### config.mk
export PLATFORM = sky130hd
export DESIGN_NAME = pbd_datapath
export DESIGN_NICKNAME = d
export VERILOG_FILES = /design/src/pbd_pkg.sv /design/src/pbd_fifo.sv /design/src/pbd_datapath.sv
export SDC_FILE = /design/constraint.sdc
export NUM_CORES = 1
export LEC_CHECK = 0
export ABC_AREA = 0
export BUFFER_PORTS_ARGS = -buffer_cell sky130_fd_sc_hd__clkbuf_2
export CORE_MARGIN = 2
export CORE_UTILIZATION = 45
export CTS_CLUSTER_SIZE = 40
export DETAILED_ROUTE_END_ITERATION = 8
export PLACE_DENSITY_LB_ADDON = 0.08
export RECOVER_POWER = 50
export SLEW_MARGIN = 10
export SYNTH_ARGS = -nofsm -noshare
export SYNTH_HDL_FRONTEND = slang
export SYNTH_SLANG_ARGS = --single-unit
### constraint.sdc
create_clock -name clk -period 5.92 [get_ports clk]
set_input_delay 1.184 -clock clk [delete_from_list [all_inputs] [get_ports clk]]
set_output_delay 1.184 -clock clk [all_outputs]
set_load 0.01 [all_outputs]
### src/pbd_pkg.sv
package pbd_pkg;

  // ---------------------------------------------------------------------
  // sizes
  // ---------------------------------------------------------------------
  localparam int CFG_WORDS = 8;
  localparam int CFG_AW = 3;
  localparam int CFG_W = 16;
  localparam int DW = 8;
  localparam int FIFO_DEPTH = 4;
  localparam int ROUTE_N = 6;
  localparam int CTRL_W = 8;

  // ---------------------------------------------------------------------
  // configuration word field positions
  // ---------------------------------------------------------------------
  localparam int F_FUNC_LO = 0;   // [2:0] alu function
  localparam int F_SRCA = 3;      // a operand: 0 acc0, 1 acc1
  localparam int F_SRCB_LO = 4;   // [5:4] b operand: d0,d1,acc0,acc1
  localparam int F_SHIFT_LO = 6;  // [7:6] shift select
  localparam int F_CI_LO = 8;     // [9:8] carry-in select
  localparam int F_DST_LO = 10;   // [11:10] write acc0/acc1/both/none
  localparam int F_CRC = 12;      // crc/prs step instead of alu
  localparam int F_D0LD = 13;     // load d0 from input fifo0
  localparam int F_D1LD = 14;     // load d1 from input fifo1
  localparam int F_FWR = 15;      // push result into output fifo0 and acc1 into output fifo1

  typedef enum logic [2:0] {
    PBD_INC, PBD_DEC, PBD_ADD, PBD_SUB, PBD_AND, PBD_OR, PBD_XOR, PBD_PASS
  } pbd_func_e;

  typedef enum logic [1:0] {
    PBD_SH_NONE, PBD_SH_LEFT, PBD_SH_RIGHT, PBD_SH_SWAP
  } pbd_shift_e;

  // carry/shift-in source for time multiplexing and chaining
  localparam logic [1:0] CI_ZERO = 2'h0;
  localparam logic [1:0] CI_ONE = 2'h1;
  localparam logic [1:0] CI_CHAIN = 2'h2;
  localparam logic [1:0] CI_REG = 2'h3;

  // condition vector indices for the output select
  localparam int C_CE0 = 0;
  localparam int C_CL0 = 1;
  localparam int C_CE1 = 2;
  localparam int C_CL1 = 3;
  localparam int C_Z0 = 4;
  localparam int C_Z1 = 5;
  localparam int C_FF0 = 6;
  localparam int C_FF1 = 7;
  localparam int C_OV = 8;
  localparam int C_SO = 9;
  localparam int C_F0E = 10;
  localparam int C_F0F = 11;
  localparam int C_F1E = 12;
  localparam int C_F1F = 13;
  localparam int C_CO = 14;
  localparam int C_SOR = 15;
  localparam int COND_N = 16;
  localparam int COND_SW = 4;

  localparam logic [7:0] ACC_RST = 8'h00;
  localparam logic [7:0] ONES = 8'hff;

  // chaining signals passed between neighbouring slices
  typedef struct packed {
    logic carry;
    logic shift;
    logic ce;
    logic cl;
    logic zero;
    logic ones;
  } pbd_chain_s;

  // fifo status
  typedef struct packed {
    logic empty;
    logic full;
  } pbd_fstat_s;

endpackage

### src/pbd_fifo.sv
`timescale 1ns/1ps
// small byte fifo with valid/ready on both sides
module pbd_fifo #(
  parameter int W = 8,
  parameter int DEPTH = 4
) (
  // clock and reset
  input wire logic clk,
  input wire logic rst_n,
  // fill side
  input wire logic in_valid,
  output logic in_ready,
  input wire logic [W-1:0] in_data,
  // drain side
  output logic out_valid,
  input wire logic out_ready,
  output logic [W-1:0] out_data,
  // status
  output logic empty,
  output logic full
);
  localparam int AW = (DEPTH > 1) ? $clog2(DEPTH) : 1;

  logic [W-1:0] mem_q [DEPTH];
  logic [AW-1:0] wp_q;
  logic [AW-1:0] rp_q;
  logic [AW:0] cnt_q;
  logic push;
  logic pop;

  // refusing pushes when full and pops when empty protects entries
  assign full = (cnt_q == (AW+1)'(DEPTH));
  assign empty = (cnt_q == '0);
  assign in_ready = !full;
  assign out_valid = !empty;
  assign out_data = mem_q[rp_q];
  assign push = in_valid && !full;
  assign pop = out_ready && !empty;

  // pointer wrap assumes a power-of-two depth
  always_ff @(posedge clk) begin
    if (!rst_n) begin
      wp_q <= '0;
      rp_q <= '0;
      cnt_q <= '0;
    end else begin
      if (push) begin
        mem_q[wp_q] <= in_data;
        wp_q <= wp_q + 1'b1;
      end
      if (pop) begin
        rp_q <= rp_q + 1'b1;
      end
      cnt_q <= cnt_q + (AW+1)'(push) - (AW+1)'(pop);
    end
  end
endmodule

### src/pbd_datapath.sv
`timescale 1ns/1ps
// Overview of operation
// - eight 16-bit configuration words; routed address picks one each cycle
// - alu offers inc, dec, add, sub, and, or, xor, pass
// - shift left, shift right or nibble swap, then or-mask, on any alu result
// - two masked comparators over accumulators and data registers
// - zero, all-ones, overflow conditions; selected ones drive route outputs
// - compare 0 conditions combine with neighbour slices via chain signals
// - programmable msb position for arithmetic and shifts
// - one crc/prs step per clock with programmable polynomial
// - wider crc/prs by chaining feedback into adjacent slices
// - two four-byte fifos, each input or output direction
// - fifo status selectable onto route outputs
// - carries, shift data and conditions pass to and from neighbours
// - carry and shift-out registered, selectable as later inputs
// - six routed inputs: config address and serial data
// - each routed output selects a condition or serial output
// - bus-written control bits drive routing connections
// - status register read-only, shows routed signals directly
// - sticky status bits latch events until read, read clears
// - datapath and status/control each have own clock enable
// - byte-wide alu, single-cycle operations
// - accumulators are sources and sinks; data registers only sources
// - fifos load data regs or capture accumulator/alu data
module pbd_datapath #(
  parameter int DW = pbd_pkg::DW,
  parameter int DEPTH = pbd_pkg::FIFO_DEPTH
) (
  // clock and reset
  input wire logic clk,
  input wire logic rst_n,
  // configuration store load port
  input wire logic cfg_we,
  input wire logic [pbd_pkg::CFG_AW-1:0] cfg_waddr,
  input wire logic [pbd_pkg::CFG_W-1:0] cfg_wdata,
  // static setup
  input wire logic [2:0] msb_sel,
  input wire logic [DW-1:0] or_mask,
  input wire logic [DW-1:0] cmp_mask0,
  input wire logic [DW-1:0] cmp_mask1,
  input wire logic cmp1_use_acc1,
  input wire logic [DW-1:0] crc_poly,
  input wire logic or_mask_en,
  input wire logic chain_en,
  input wire logic fifo0_dir_out,
  input wire logic fifo1_dir_out,
  input wire logic [pbd_pkg::COND_SW*pbd_pkg::ROUTE_N-1:0] out_sel,
  input wire logic dp_en,
  input wire logic sc_en,
  // routed inputs: [2:0] config address, [4:3] serial data
  input wire logic [pbd_pkg::ROUTE_N-1:0] route_in,
  // routed outputs
  output logic [pbd_pkg::ROUTE_N-1:0] route_out,
  // chaining
  input wire pbd_pkg::pbd_chain_s chain_in,
  output pbd_pkg::pbd_chain_s chain_out,
  // system bus fifo port, fifo0
  input wire logic bus0_wvalid,
  output logic bus0_wready,
  input wire logic [DW-1:0] bus0_wdata,
  output logic bus0_rvalid,
  input wire logic bus0_rready,
  output logic [DW-1:0] bus0_rdata,
  // system bus fifo port, fifo1
  input wire logic bus1_wvalid,
  output logic bus1_wready,
  input wire logic [DW-1:0] bus1_wdata,
  output logic bus1_rvalid,
  input wire logic bus1_rready,
  output logic [DW-1:0] bus1_rdata,
  // accumulator load from bus
  input wire logic acc_ld0,
  input wire logic acc_ld1,
  input wire logic [DW-1:0] acc_ld_data,
  // status and control
  input wire logic [pbd_pkg::CTRL_W-1:0] ctrl_wdata,
  input wire logic ctrl_we,
  output logic [pbd_pkg::CTRL_W-1:0] ctrl_route,
  input wire logic [pbd_pkg::CTRL_W-1:0] stat_in,
  input wire logic [pbd_pkg::CTRL_W-1:0] stat_sticky,
  input wire logic stat_rd,
  output logic [pbd_pkg::CTRL_W-1:0] stat_rdata,
  // working register view
  output logic [DW-1:0] acc0,
  output logic [DW-1:0] acc1,
  output pbd_pkg::pbd_fstat_s fstat0,
  output pbd_pkg::pbd_fstat_s fstat1
);

  // ---------------------------------------------------------------------
  // configuration store
  // ---------------------------------------------------------------------
  logic [pbd_pkg::CFG_W-1:0] cfg_mem_q [pbd_pkg::CFG_WORDS];
  logic [pbd_pkg::CFG_AW-1:0] addr_q;
  logic [pbd_pkg::CFG_W-1:0] cfg;

  // address registered so the word holds across the whole cycle
  always_ff @(posedge clk) begin
    if (!rst_n) begin
      addr_q <= '0;
    end else if (dp_en) begin
      addr_q <= route_in[pbd_pkg::CFG_AW-1:0];
    end
  end

  // store written by the bus side; contents are not reset
  always_ff @(posedge clk) begin
    if (cfg_we) begin
      cfg_mem_q[cfg_waddr] <= cfg_wdata;
    end
  end

  assign cfg = cfg_mem_q[addr_q];

  // ---------------------------------------------------------------------
  // field decode
  // ---------------------------------------------------------------------
  pbd_pkg::pbd_func_e func;
  pbd_pkg::pbd_shift_e shsel;
  logic srca;
  logic [1:0] srcb;
  logic [1:0] cisel;
  logic [1:0] dst;
  logic crc_mode;
  logic d0_ld;
  logic d1_ld;
  logic fwr;

  assign func = pbd_pkg::pbd_func_e'(cfg[pbd_pkg::F_FUNC_LO +: 3]);
  assign srca = cfg[pbd_pkg::F_SRCA];
  assign srcb = cfg[pbd_pkg::F_SRCB_LO +: 2];
  assign shsel = pbd_pkg::pbd_shift_e'(cfg[pbd_pkg::F_SHIFT_LO +: 2]);
  assign cisel = cfg[pbd_pkg::F_CI_LO +: 2];
  assign dst = cfg[pbd_pkg::F_DST_LO +: 2];
  assign crc_mode = cfg[pbd_pkg::F_CRC];
  assign d0_ld = cfg[pbd_pkg::F_D0LD];
  assign d1_ld = cfg[pbd_pkg::F_D1LD];
  assign fwr = cfg[pbd_pkg::F_FWR];

  // ---------------------------------------------------------------------
  // working registers and fifos
  // ---------------------------------------------------------------------
  logic [DW-1:0] acc0_q;
  logic [DW-1:0] acc1_q;
  logic [DW-1:0] d0_q;
  logic [DW-1:0] d1_q;
  logic carry_q;
  logic sout_q;
  logic [DW-1:0] f0_out;
  logic [DW-1:0] f1_out;
  logic f0_ov;
  logic f1_ov;
  logic [DW-1:0] f0_in;
  logic [DW-1:0] f1_in;
  logic f0_iv;
  logic f1_iv;
  logic f0_irdy;
  logic f1_irdy;
  logic f0_ordy;
  logic f1_ordy;
  logic [DW-1:0] res;

  // input direction: bus fills, datapath drains into d regs
  // output direction: datapath fills (fifo0 with results, fifo1 with acc1), bus drains
  assign f0_in = fifo0_dir_out ? res : bus0_wdata;
  assign f1_in = fifo1_dir_out ? acc1_q : bus1_wdata;
  assign f0_iv = fifo0_dir_out ? (fwr && dp_en) : bus0_wvalid;
  assign f1_iv = fifo1_dir_out ? (fwr && dp_en) : bus1_wvalid;
  assign f0_ordy = fifo0_dir_out ? bus0_rready : (d0_ld && dp_en);
  assign f1_ordy = fifo1_dir_out ? bus1_rready : (d1_ld && dp_en);
  assign bus0_wready = !fifo0_dir_out && f0_irdy;
  assign bus1_wready = !fifo1_dir_out && f1_irdy;
  assign bus0_rvalid = fifo0_dir_out && f0_ov;
  assign bus1_rvalid = fifo1_dir_out && f1_ov;
  assign bus0_rdata = f0_out;
  assign bus1_rdata = f1_out;

  pbd_fifo #(.W(DW), .DEPTH(DEPTH)) u_fifo0 (
    .clk(clk),
    .rst_n(rst_n),
    .in_valid(f0_iv),
    .in_ready(f0_irdy),
    .in_data(f0_in),
    .out_valid(f0_ov),
    .out_ready(f0_ordy),
    .out_data(f0_out),
    .empty(fstat0.empty),
    .full(fstat0.full)
  );

  pbd_fifo #(.W(DW), .DEPTH(DEPTH)) u_fifo1 (
    .clk(clk),
    .rst_n(rst_n),
    .in_valid(f1_iv),
    .in_ready(f1_irdy),
    .in_data(f1_in),
    .out_valid(f1_ov),
    .out_ready(f1_ordy),
    .out_data(f1_out),
    .empty(fstat1.empty),
    .full(fstat1.full)
  );

  // ---------------------------------------------------------------------
  // alu, shifter, mask
  // ---------------------------------------------------------------------
  logic [DW-1:0] opa;
  logic [DW-1:0] opb;
  logic cin;
  logic [DW:0] sum;
  logic [DW-1:0] alu;
  logic [DW-1:0] msbm;
  logic sh_in;
  logic [DW-1:0] shl;
  logic [DW-1:0] shr;
  logic [DW-1:0] shres;
  logic [DW-1:0] crc;
  logic crc_fb;
  logic alu_co;
  logic sh_out;
  logic ovf;

  assign opa = srca ? acc1_q : acc0_q;
  assign opb = (srcb == 2'h0) ? d0_q : (srcb == 2'h1) ? d1_q :
               (srcb == 2'h2) ? acc0_q : acc1_q;
  // carry-in from constant, neighbour or last cycle's carry
  assign cin = (cisel == pbd_pkg::CI_ONE) ? 1'b1 :
               (cisel == pbd_pkg::CI_CHAIN) ? chain_in.carry :
               (cisel == pbd_pkg::CI_REG) ? carry_q : 1'b0;
  // bits above the programmed msb are cleared
  assign msbm = DW'(ONES_FN(msb_sel));

  function automatic logic [DW-1:0] ONES_FN(input logic [2:0] m);
    ONES_FN = pbd_pkg::ONES >> (3'(DW-1) - m);
  endfunction

  // single-cycle byte alu
  always_comb begin
    sum = '0;
    case (func)
      pbd_pkg::PBD_INC: sum = {1'b0, opa} + (DW+1)'(1);
      pbd_pkg::PBD_DEC: sum = {1'b0, opa} - (DW+1)'(1);
      pbd_pkg::PBD_ADD: sum = {1'b0, opa} + {1'b0, opb} + (DW+1)'(cin);
      pbd_pkg::PBD_SUB: sum = {1'b0, opa} - {1'b0, opb} - (DW+1)'(cin);
      pbd_pkg::PBD_AND: sum = {1'b0, opa & opb};
      pbd_pkg::PBD_OR: sum = {1'b0, opa | opb};
      pbd_pkg::PBD_XOR: sum = {1'b0, opa ^ opb};
      default: sum = {1'b0, opa};
    endcase
  end

  assign alu = sum[DW-1:0] & msbm;
  // carry is the bit just above the programmed msb, sum[DW] at full width
  assign alu_co = sum[4'(msb_sel) + 4'h1];
  assign ovf = (opa[msb_sel] == opb[msb_sel]) &&
               (alu[msb_sel] != opa[msb_sel]);
  assign sh_in = (cisel == pbd_pkg::CI_CHAIN) ? chain_in.shift :
                 (cisel == pbd_pkg::CI_REG) ? sout_q : route_in[3];
  assign shl = ((alu << 1) | DW'(sh_in)) & msbm;
  assign shr = (alu >> 1) | (sh_in ? (DW'(1) << msb_sel) : '0);
  assign sh_out = (shsel == pbd_pkg::PBD_SH_LEFT) ? alu[msb_sel] : alu[0];
  // crc/prs: shift left, xor polynomial when feedback set
  assign crc_fb = opa[msb_sel] ^ (chain_en ? chain_in.shift : route_in[4]);
  assign crc = (((opa << 1) & msbm) ^ (crc_fb ? crc_poly : '0)) & msbm;

  // shift stage then optional or mask, independent of alu function
  always_comb begin
    case (shsel)
      pbd_pkg::PBD_SH_LEFT: shres = shl;
      pbd_pkg::PBD_SH_RIGHT: shres = shr;
      pbd_pkg::PBD_SH_SWAP: shres = {alu[3:0], alu[7:4]};
      default: shres = alu;
    endcase
  end

  assign res = crc_mode ? crc :
               (or_mask_en ? (shres | or_mask) : shres);

  // accumulators sink results; data registers only load from fifos
  always_ff @(posedge clk) begin
    if (!rst_n) begin
      acc0_q <= pbd_pkg::ACC_RST;
      acc1_q <= pbd_pkg::ACC_RST;
      d0_q <= pbd_pkg::ACC_RST;
      d1_q <= pbd_pkg::ACC_RST;
      carry_q <= 1'b0;
      sout_q <= 1'b0;
    end else if (dp_en) begin
      if (acc_ld0) acc0_q <= acc_ld_data;
      else if (dst == 2'h0 || dst == 2'h2) acc0_q <= res;
      if (acc_ld1) acc1_q <= acc_ld_data;
      else if (dst == 2'h1 || dst == 2'h2) acc1_q <= res;
      if (d0_ld && !fifo0_dir_out && f0_ov) d0_q <= f0_out;
      if (d1_ld && !fifo1_dir_out && f1_ov) d1_q <= f1_out;
      carry_q <= alu_co;
      sout_q <= crc_mode ? crc_fb : sh_out;
    end
  end

  assign acc0 = acc0_q;
  assign acc1 = acc1_q;

  // ---------------------------------------------------------------------
  // conditions and routed outputs
  // ---------------------------------------------------------------------
  logic [DW-1:0] c0a;
  logic [DW-1:0] c0b;
  logic [DW-1:0] c1a;
  logic [DW-1:0] c1b;
  logic ce0;
  logic cl0;
  logic ce1;
  logic cl1;
  logic [pbd_pkg::COND_N-1:0] cond;

  // compare 0: acc0 against d0; compare 1: acc0 or acc1 against d1
  assign c0a = acc0_q & cmp_mask0;
  assign c0b = d0_q & cmp_mask0;
  assign c1a = (cmp1_use_acc1 ? acc1_q : acc0_q) & cmp_mask1;
  assign c1b = d1_q & cmp_mask1;
  // compare 0 chains: equal needs neighbour equal, less-than ripples; compare 1 stays local
  assign ce0 = (c0a == c0b) && (!chain_en || chain_in.ce);
  assign cl0 = (c0a < c0b) || (chain_en && c0a == c0b && chain_in.cl);
  assign ce1 = (c1a == c1b);
  assign cl1 = (c1a < c1b);

  assign cond[pbd_pkg::C_CE0] = ce0;
  assign cond[pbd_pkg::C_CL0] = cl0;
  assign cond[pbd_pkg::C_CE1] = ce1;
  assign cond[pbd_pkg::C_CL1] = cl1;
  assign cond[pbd_pkg::C_Z0] = (acc0_q == '0) &&
                               (!chain_en || chain_in.zero);
  assign cond[pbd_pkg::C_Z1] = (acc1_q == '0);
  assign cond[pbd_pkg::C_FF0] = (acc0_q == pbd_pkg::ONES) &&
                                (!chain_en || chain_in.ones);
  assign cond[pbd_pkg::C_FF1] = (acc1_q == pbd_pkg::ONES);
  assign cond[pbd_pkg::C_OV] = ovf;
  assign cond[pbd_pkg::C_SO] = sh_out;
  assign cond[pbd_pkg::C_F0E] = fstat0.empty;
  assign cond[pbd_pkg::C_F0F] = fstat0.full;
  assign cond[pbd_pkg::C_F1E] = fstat1.empty;
  assign cond[pbd_pkg::C_F1F] = fstat1.full;
  assign cond[pbd_pkg::C_CO] = alu_co;
  assign cond[pbd_pkg::C_SOR] = sout_q;

  // chain outputs toward the next slice
  assign chain_out.carry = alu_co;
  assign chain_out.shift = crc_mode ? crc_fb : sh_out;
  assign chain_out.ce = ce0;
  assign chain_out.cl = cl0;
  assign chain_out.zero = cond[pbd_pkg::C_Z0];
  assign chain_out.ones = cond[pbd_pkg::C_FF0];

  // route outputs registered so data outputs come from flip-flops
  logic [pbd_pkg::ROUTE_N-1:0] route_q;
  logic [pbd_pkg::ROUTE_N-1:0] route_d;
  genvar gi;
  for (gi = 0; gi < pbd_pkg::ROUTE_N; gi++) begin : g_route
    assign route_d[gi] = cond[out_sel[gi*pbd_pkg::COND_SW +:
                                      pbd_pkg::COND_SW]];
  end

  always_ff @(posedge clk) begin
    if (!rst_n) route_q <= '0;
    else route_q <= route_d;
  end
  assign route_out = route_q;

  // ---------------------------------------------------------------------
  // status and control
  // ---------------------------------------------------------------------
  logic [pbd_pkg::CTRL_W-1:0] ctrl_q;
  logic [pbd_pkg::CTRL_W-1:0] stick_q;
  logic [pbd_pkg::CTRL_W-1:0] stat_d;

  // sticky bits: a new event in the read cycle survives the clear
  assign stat_d = (stick_q & ~(stat_rd ? stat_sticky : '0)) |
                  (stat_in & stat_sticky);

  always_ff @(posedge clk) begin
    if (!rst_n) begin
      ctrl_q <= '0;
      stick_q <= '0;
    end else if (sc_en) begin
      if (ctrl_we) ctrl_q <= ctrl_wdata;
      stick_q <= stat_d;
    end
  end

  assign ctrl_route = ctrl_q;
  // transparent bits pass live routed state straight to the reader
  assign stat_rdata = (stat_in & ~stat_sticky) |
                      (stick_q & stat_sticky);
endmodule

==> summary.md <==
| Metric | Value |
|---|---|
| Outcome | `finished, violations left` |
| Failing checks | `negative setup slack` |
| Vias per inst | `5.89` |
| CP Class | `reg -> out` |
| Post-Synth Simple-Gate Area | `0.122` |
| GP Congestion | `0.942` |
| ANT nets after route | `0` |
| Latest clock arrival within the worst-skew pair | `570 ps` |
| Number of synthesized flops with an enable pin | `192` |
| Top cells by count, synth | `edfxtp_1, nor2_1, nand2_1, a21oi_1, dfxtp_1` |
| Post-synth cell types | `87` |
| CP startpoint kind | `register` |
| Hold Crit Depth | `2` |
| M1 WL | `21.3 mm` |
| Area delta synth->final | `21.9%` |
| Int Power | `4.03 mW` |
| Nets | `1972` |
| Max H-tree Level | `1` |
| Final Cycle Share | `1.06` |
| Met3 routed WL | `3.71 mm` |
| Average cell area after synthesis | `11.3 um2` |
| RSZ-0062 raised after global routing | `yes` |
| CTS Sinks | `272` |
| Routed via count | `13096` |
| TritonCTS clock tree | `yes` |
| Slew margin rel. | `0.0940` |
| Synth Area in Compound Gates | `0.137` |
| Logic pwr share | `0.340` |
| Core area | `35400 um2` |
| Ratio of cells with drive above 1 in the final layout | `0.300` |
| Longest Clk Path Bufs | `3` |
| Antenna violations before repair | `3` |
| Vias in the first global route | `12422` |
| Critical Path RT | `4740 ps` |
| Pin count of the biggest net entering global routing | `42` |
| Clock Skews | `18.7 ps` |
| Post-Synth XOR/XNOR Area | `0.0114` |
| Num CTS Buffers | `29` |
| Crit path time final | `6250 ps` |
| Worst hold slack | `455 ps` |
| CTS clk-pin slew, worst paths | `60 ps` |
| Overflow after GRT | `0` |
| Most frequent cell after synthesis | `edfxtp_1` |
| Final setup violating endpoints | `2` |
| Max_cap viols | `0` |
| Synthesized cell area | `16100 um2` |
| Multiplexer share of the synthesized area | `0.164` |
| Switching power | `2.04 mW` |
| Top_reg_cell synth | `edfxtp_1` |
| Flop pwr share | `0.375` |
| Total Routing Usage GR | `0.269` |
| Die H | `193 um` |
| Crit path cell chain | `mux4_2 -> mux2i_4 -> buf_12 -> buf_6 -> nor2b_1 -> a211oi_2 -> a21oi_2 -> ha_1 -> inv_1 -> ha_2 -> buf_4 -> a2111o_1 -> a31o_2 -> a21oi_2 -> xor2_1 -> a221oi_1 -> or4_1 -> o41ai_2 -> nor2_2 -> inv_1 -> clkbuf_8` |
| Worst Hold Class | `reg -> reg` |
| Global-route wire length before repair | `74.5 mm` |
| Slowest CP cell | `mux4_2` |
| Asr flop ratio synth | `0` |
| Slowest stage delay, CP | `550 ps` |
| Worst-Margin Slew | `1340 ps` |
| Final worst slack | `-327 ps` |
| Core Util, Final | `0.553` |
| Pre-antenna DRT Iters | `5` |
| Sequential share of the synthesized area | `0.458` |
| Yosys top cell area share | `0.359` |
| DRC | `0` |
| Leakage | `7.76 nW` |
| R2R depth | `23` |
| Yosys reg bits | `272` |
| # rows | `69` |
| Cells after Synth | `1427` |
| Port bufs | `222` |
| DR iter-0 viols | `1064` |
| Dpl hpwl | `38.2 mm` |
| PD cells | `310 nW/um2` |
| Capturing element type of the critical path | `output port` |
| Post-synthesis adder-cell area fraction | `0.0640` |
| Place WS | `-171 ps` |
| Worst Hold Endpoint | `ctrl_route[0]$_SDFFE_PN0P_` |
| WL final | `51.4 mm` |
| Root Buffer | `clkbuf_16` |
| Largest area contributor in the netlist | `edfxtp_1` |
| Dominant cells by area after synthesis | `edfxtp_1, dfxtp_1, mux4_2` |
| Tot Pwr | `6.06 mW` |
| CP Max Fanout | `8` |
| Warnings from Yosys | `0` |
| Main combinational cell family by area after synthesis | `multiplexers` |
| Hold Vio Cnt, Final | `0` |
| I/O pins | `224` |
| Min-delay src | `ctrl_route[0]$_SDFFE_PN0P_` |
| Initial Util | `0.454` |
| Setup slack, reg-to-reg | `570 ps` |
| DR WL/cell | `23.1 um` |
| Max Freq | `160 MHz` |
| Max layer used | `met5` |
| N_diodes | `0` |
| Fill cells | `3105` |
| Synth Net Count | `1661` |
| Die footprint | `37200 um2` |
| Maximum vdd ir drop | `0.274 mV` |
| Die W | `193 um` |
| Switch share | `0.336` |
| Post-CTS Hold Buffers | `0` |
| Clock power frac | `0.286` |
| CP Data Arrival Time | `5060 ps` |
| Reg-to-reg endpoint | `u_fifo0.mem_q[1][1]$_DFFE_PP_` |
| FF+latch area | `7370 um2` |
| Final Slew Violations | `0` |
| Met2 WL | `24.3 mm` |
| Multi-input logic area | `8250 um2` |
==> how the worst max path moves through the flow <==
| stage | depth (start not counted) | endpoint | startpoint |
|---|---|---|---|
| after global routing | 20 | chain_out[5] | register |
| after floorplan | 23 | chain_out[5] | register |
| final | 21 | chain_out[5] | register |
| after detailed placement | 20 | chain_out[4] | register |
| after global placement | 20 | chain_out[4] | register |
| after CTS | 20 | chain_out[5] | register |
==> per-stage QoR <==
step / TNS (ps) / area [um2] / instances
2_1_floorplan: 0 / 16100 / 1427
3_3_place_gp: -123 / 18300 / 2155
3_5_place_dp: -229 / 18300 / 2155
4_1_cts: -778 / 19400 / 2214
5_1_grt: -1130 / 19600 / 2222
6_report: -630 / 19600 / 2222
==> worst max-delay path, delay by kind of cell, from the launching register on <==
family,cells,cell delay [ps]
xor gates and xnor gates,1,150
and+or+nand+nor,3,640
buffers and inverters,6,700
DFF,1,430
adders and majority gates,2,460
AOI/OAI and AO/OA,7,1340
muxes,2,760
==> cell families (layout without fill, tap and decap cells) <==
group | count (synthesis) | after routing
AOI/OAI and AO/OA | 320 | 320
xor gates and xnor gates | 20 | 20
adders and majority gates | 78 | 78
buffers and inverters | 156 | 490
DFF | 272 | 272
muxes | 177 | 177
and+or+nand+nor | 404 | 404
==> repair_timing <==
| item | in CTS | in global routing |
|---|---|---|
| endpoints found under the hold margin | 0 | 0 |
| setup buffers | 5 | 7 |
| gates resized for setup | 28 | 33 |
| pin swaps | 12 | 14 |
| gates cloned | 0 | 1 |
| endpoints found under the setup margin | 2 | 2 |
==> state kept, by name, indices dropped and copies added (netlist names), 6 cells and up, named ones only <==
| signal | count |
|---|---|
| acc0 | 8 |
| acc1 | 8 |
| cfg_mem_q | 128 |
| ctrl_route | 8 |
| d0_q | 8 |
| d1_q | 8 |
| route_out | 6 |
| stick_q | 8 |
| u_fifo0.mem_q | 32 |
| u_fifo1.mem_q | 32 |
==> layout make-up <==
cell class	instances	share of cell area
clock buffers	42	0.0426
inverters	80	0.0153
well taps	461	0.0295
multi-input cells	999	0.421
repair buffers	356	0.110
flip-flops and latches	272	0.377
clock inverters	12	0.00409
==> per-layer routing <==
metal / vias to the layer above / GRT usage
li1: 6070 / -
met1: 6363 / 0.364
met2: 538 / 0.442
met3: 119 / 0.0427
met4: 6 / 0.0950
met5: - / 0
==> layout by cell type (no fill, tap or decap), drive strengths merged, types with 12 or more instances in the layout <==
master,instances
mux2,32
inv,81
clkbuf,272
dfxtp,80
or3,12
edfxtp,192
ha,71
nor3,30
a21oi,82
a21o,20
o21a,14
and3,21
a32oi,17
mux2i,82
nor2,120
a31oi,18
nand2,93
nand4,23
mux4,63
buf,126
and2,14
nor2b,20
o31ai,21
nand3,35
o21ai,65
nand2b,12
==> power by group through the flow <==
stage	sequential [mW]	combinational [mW]	clock (mW)
2_1_floorplan	2.27	1.19	0
3_3_place_gp	2.30	1.91	0
3_5_place_dp	2.31	1.93	0
4_1_cts	2.27	1.98	1.76
5_1_grt	2.28	2.24	1.84
6_report	2.27	2.06	1.73
Power figures use the tool's default switching activity.
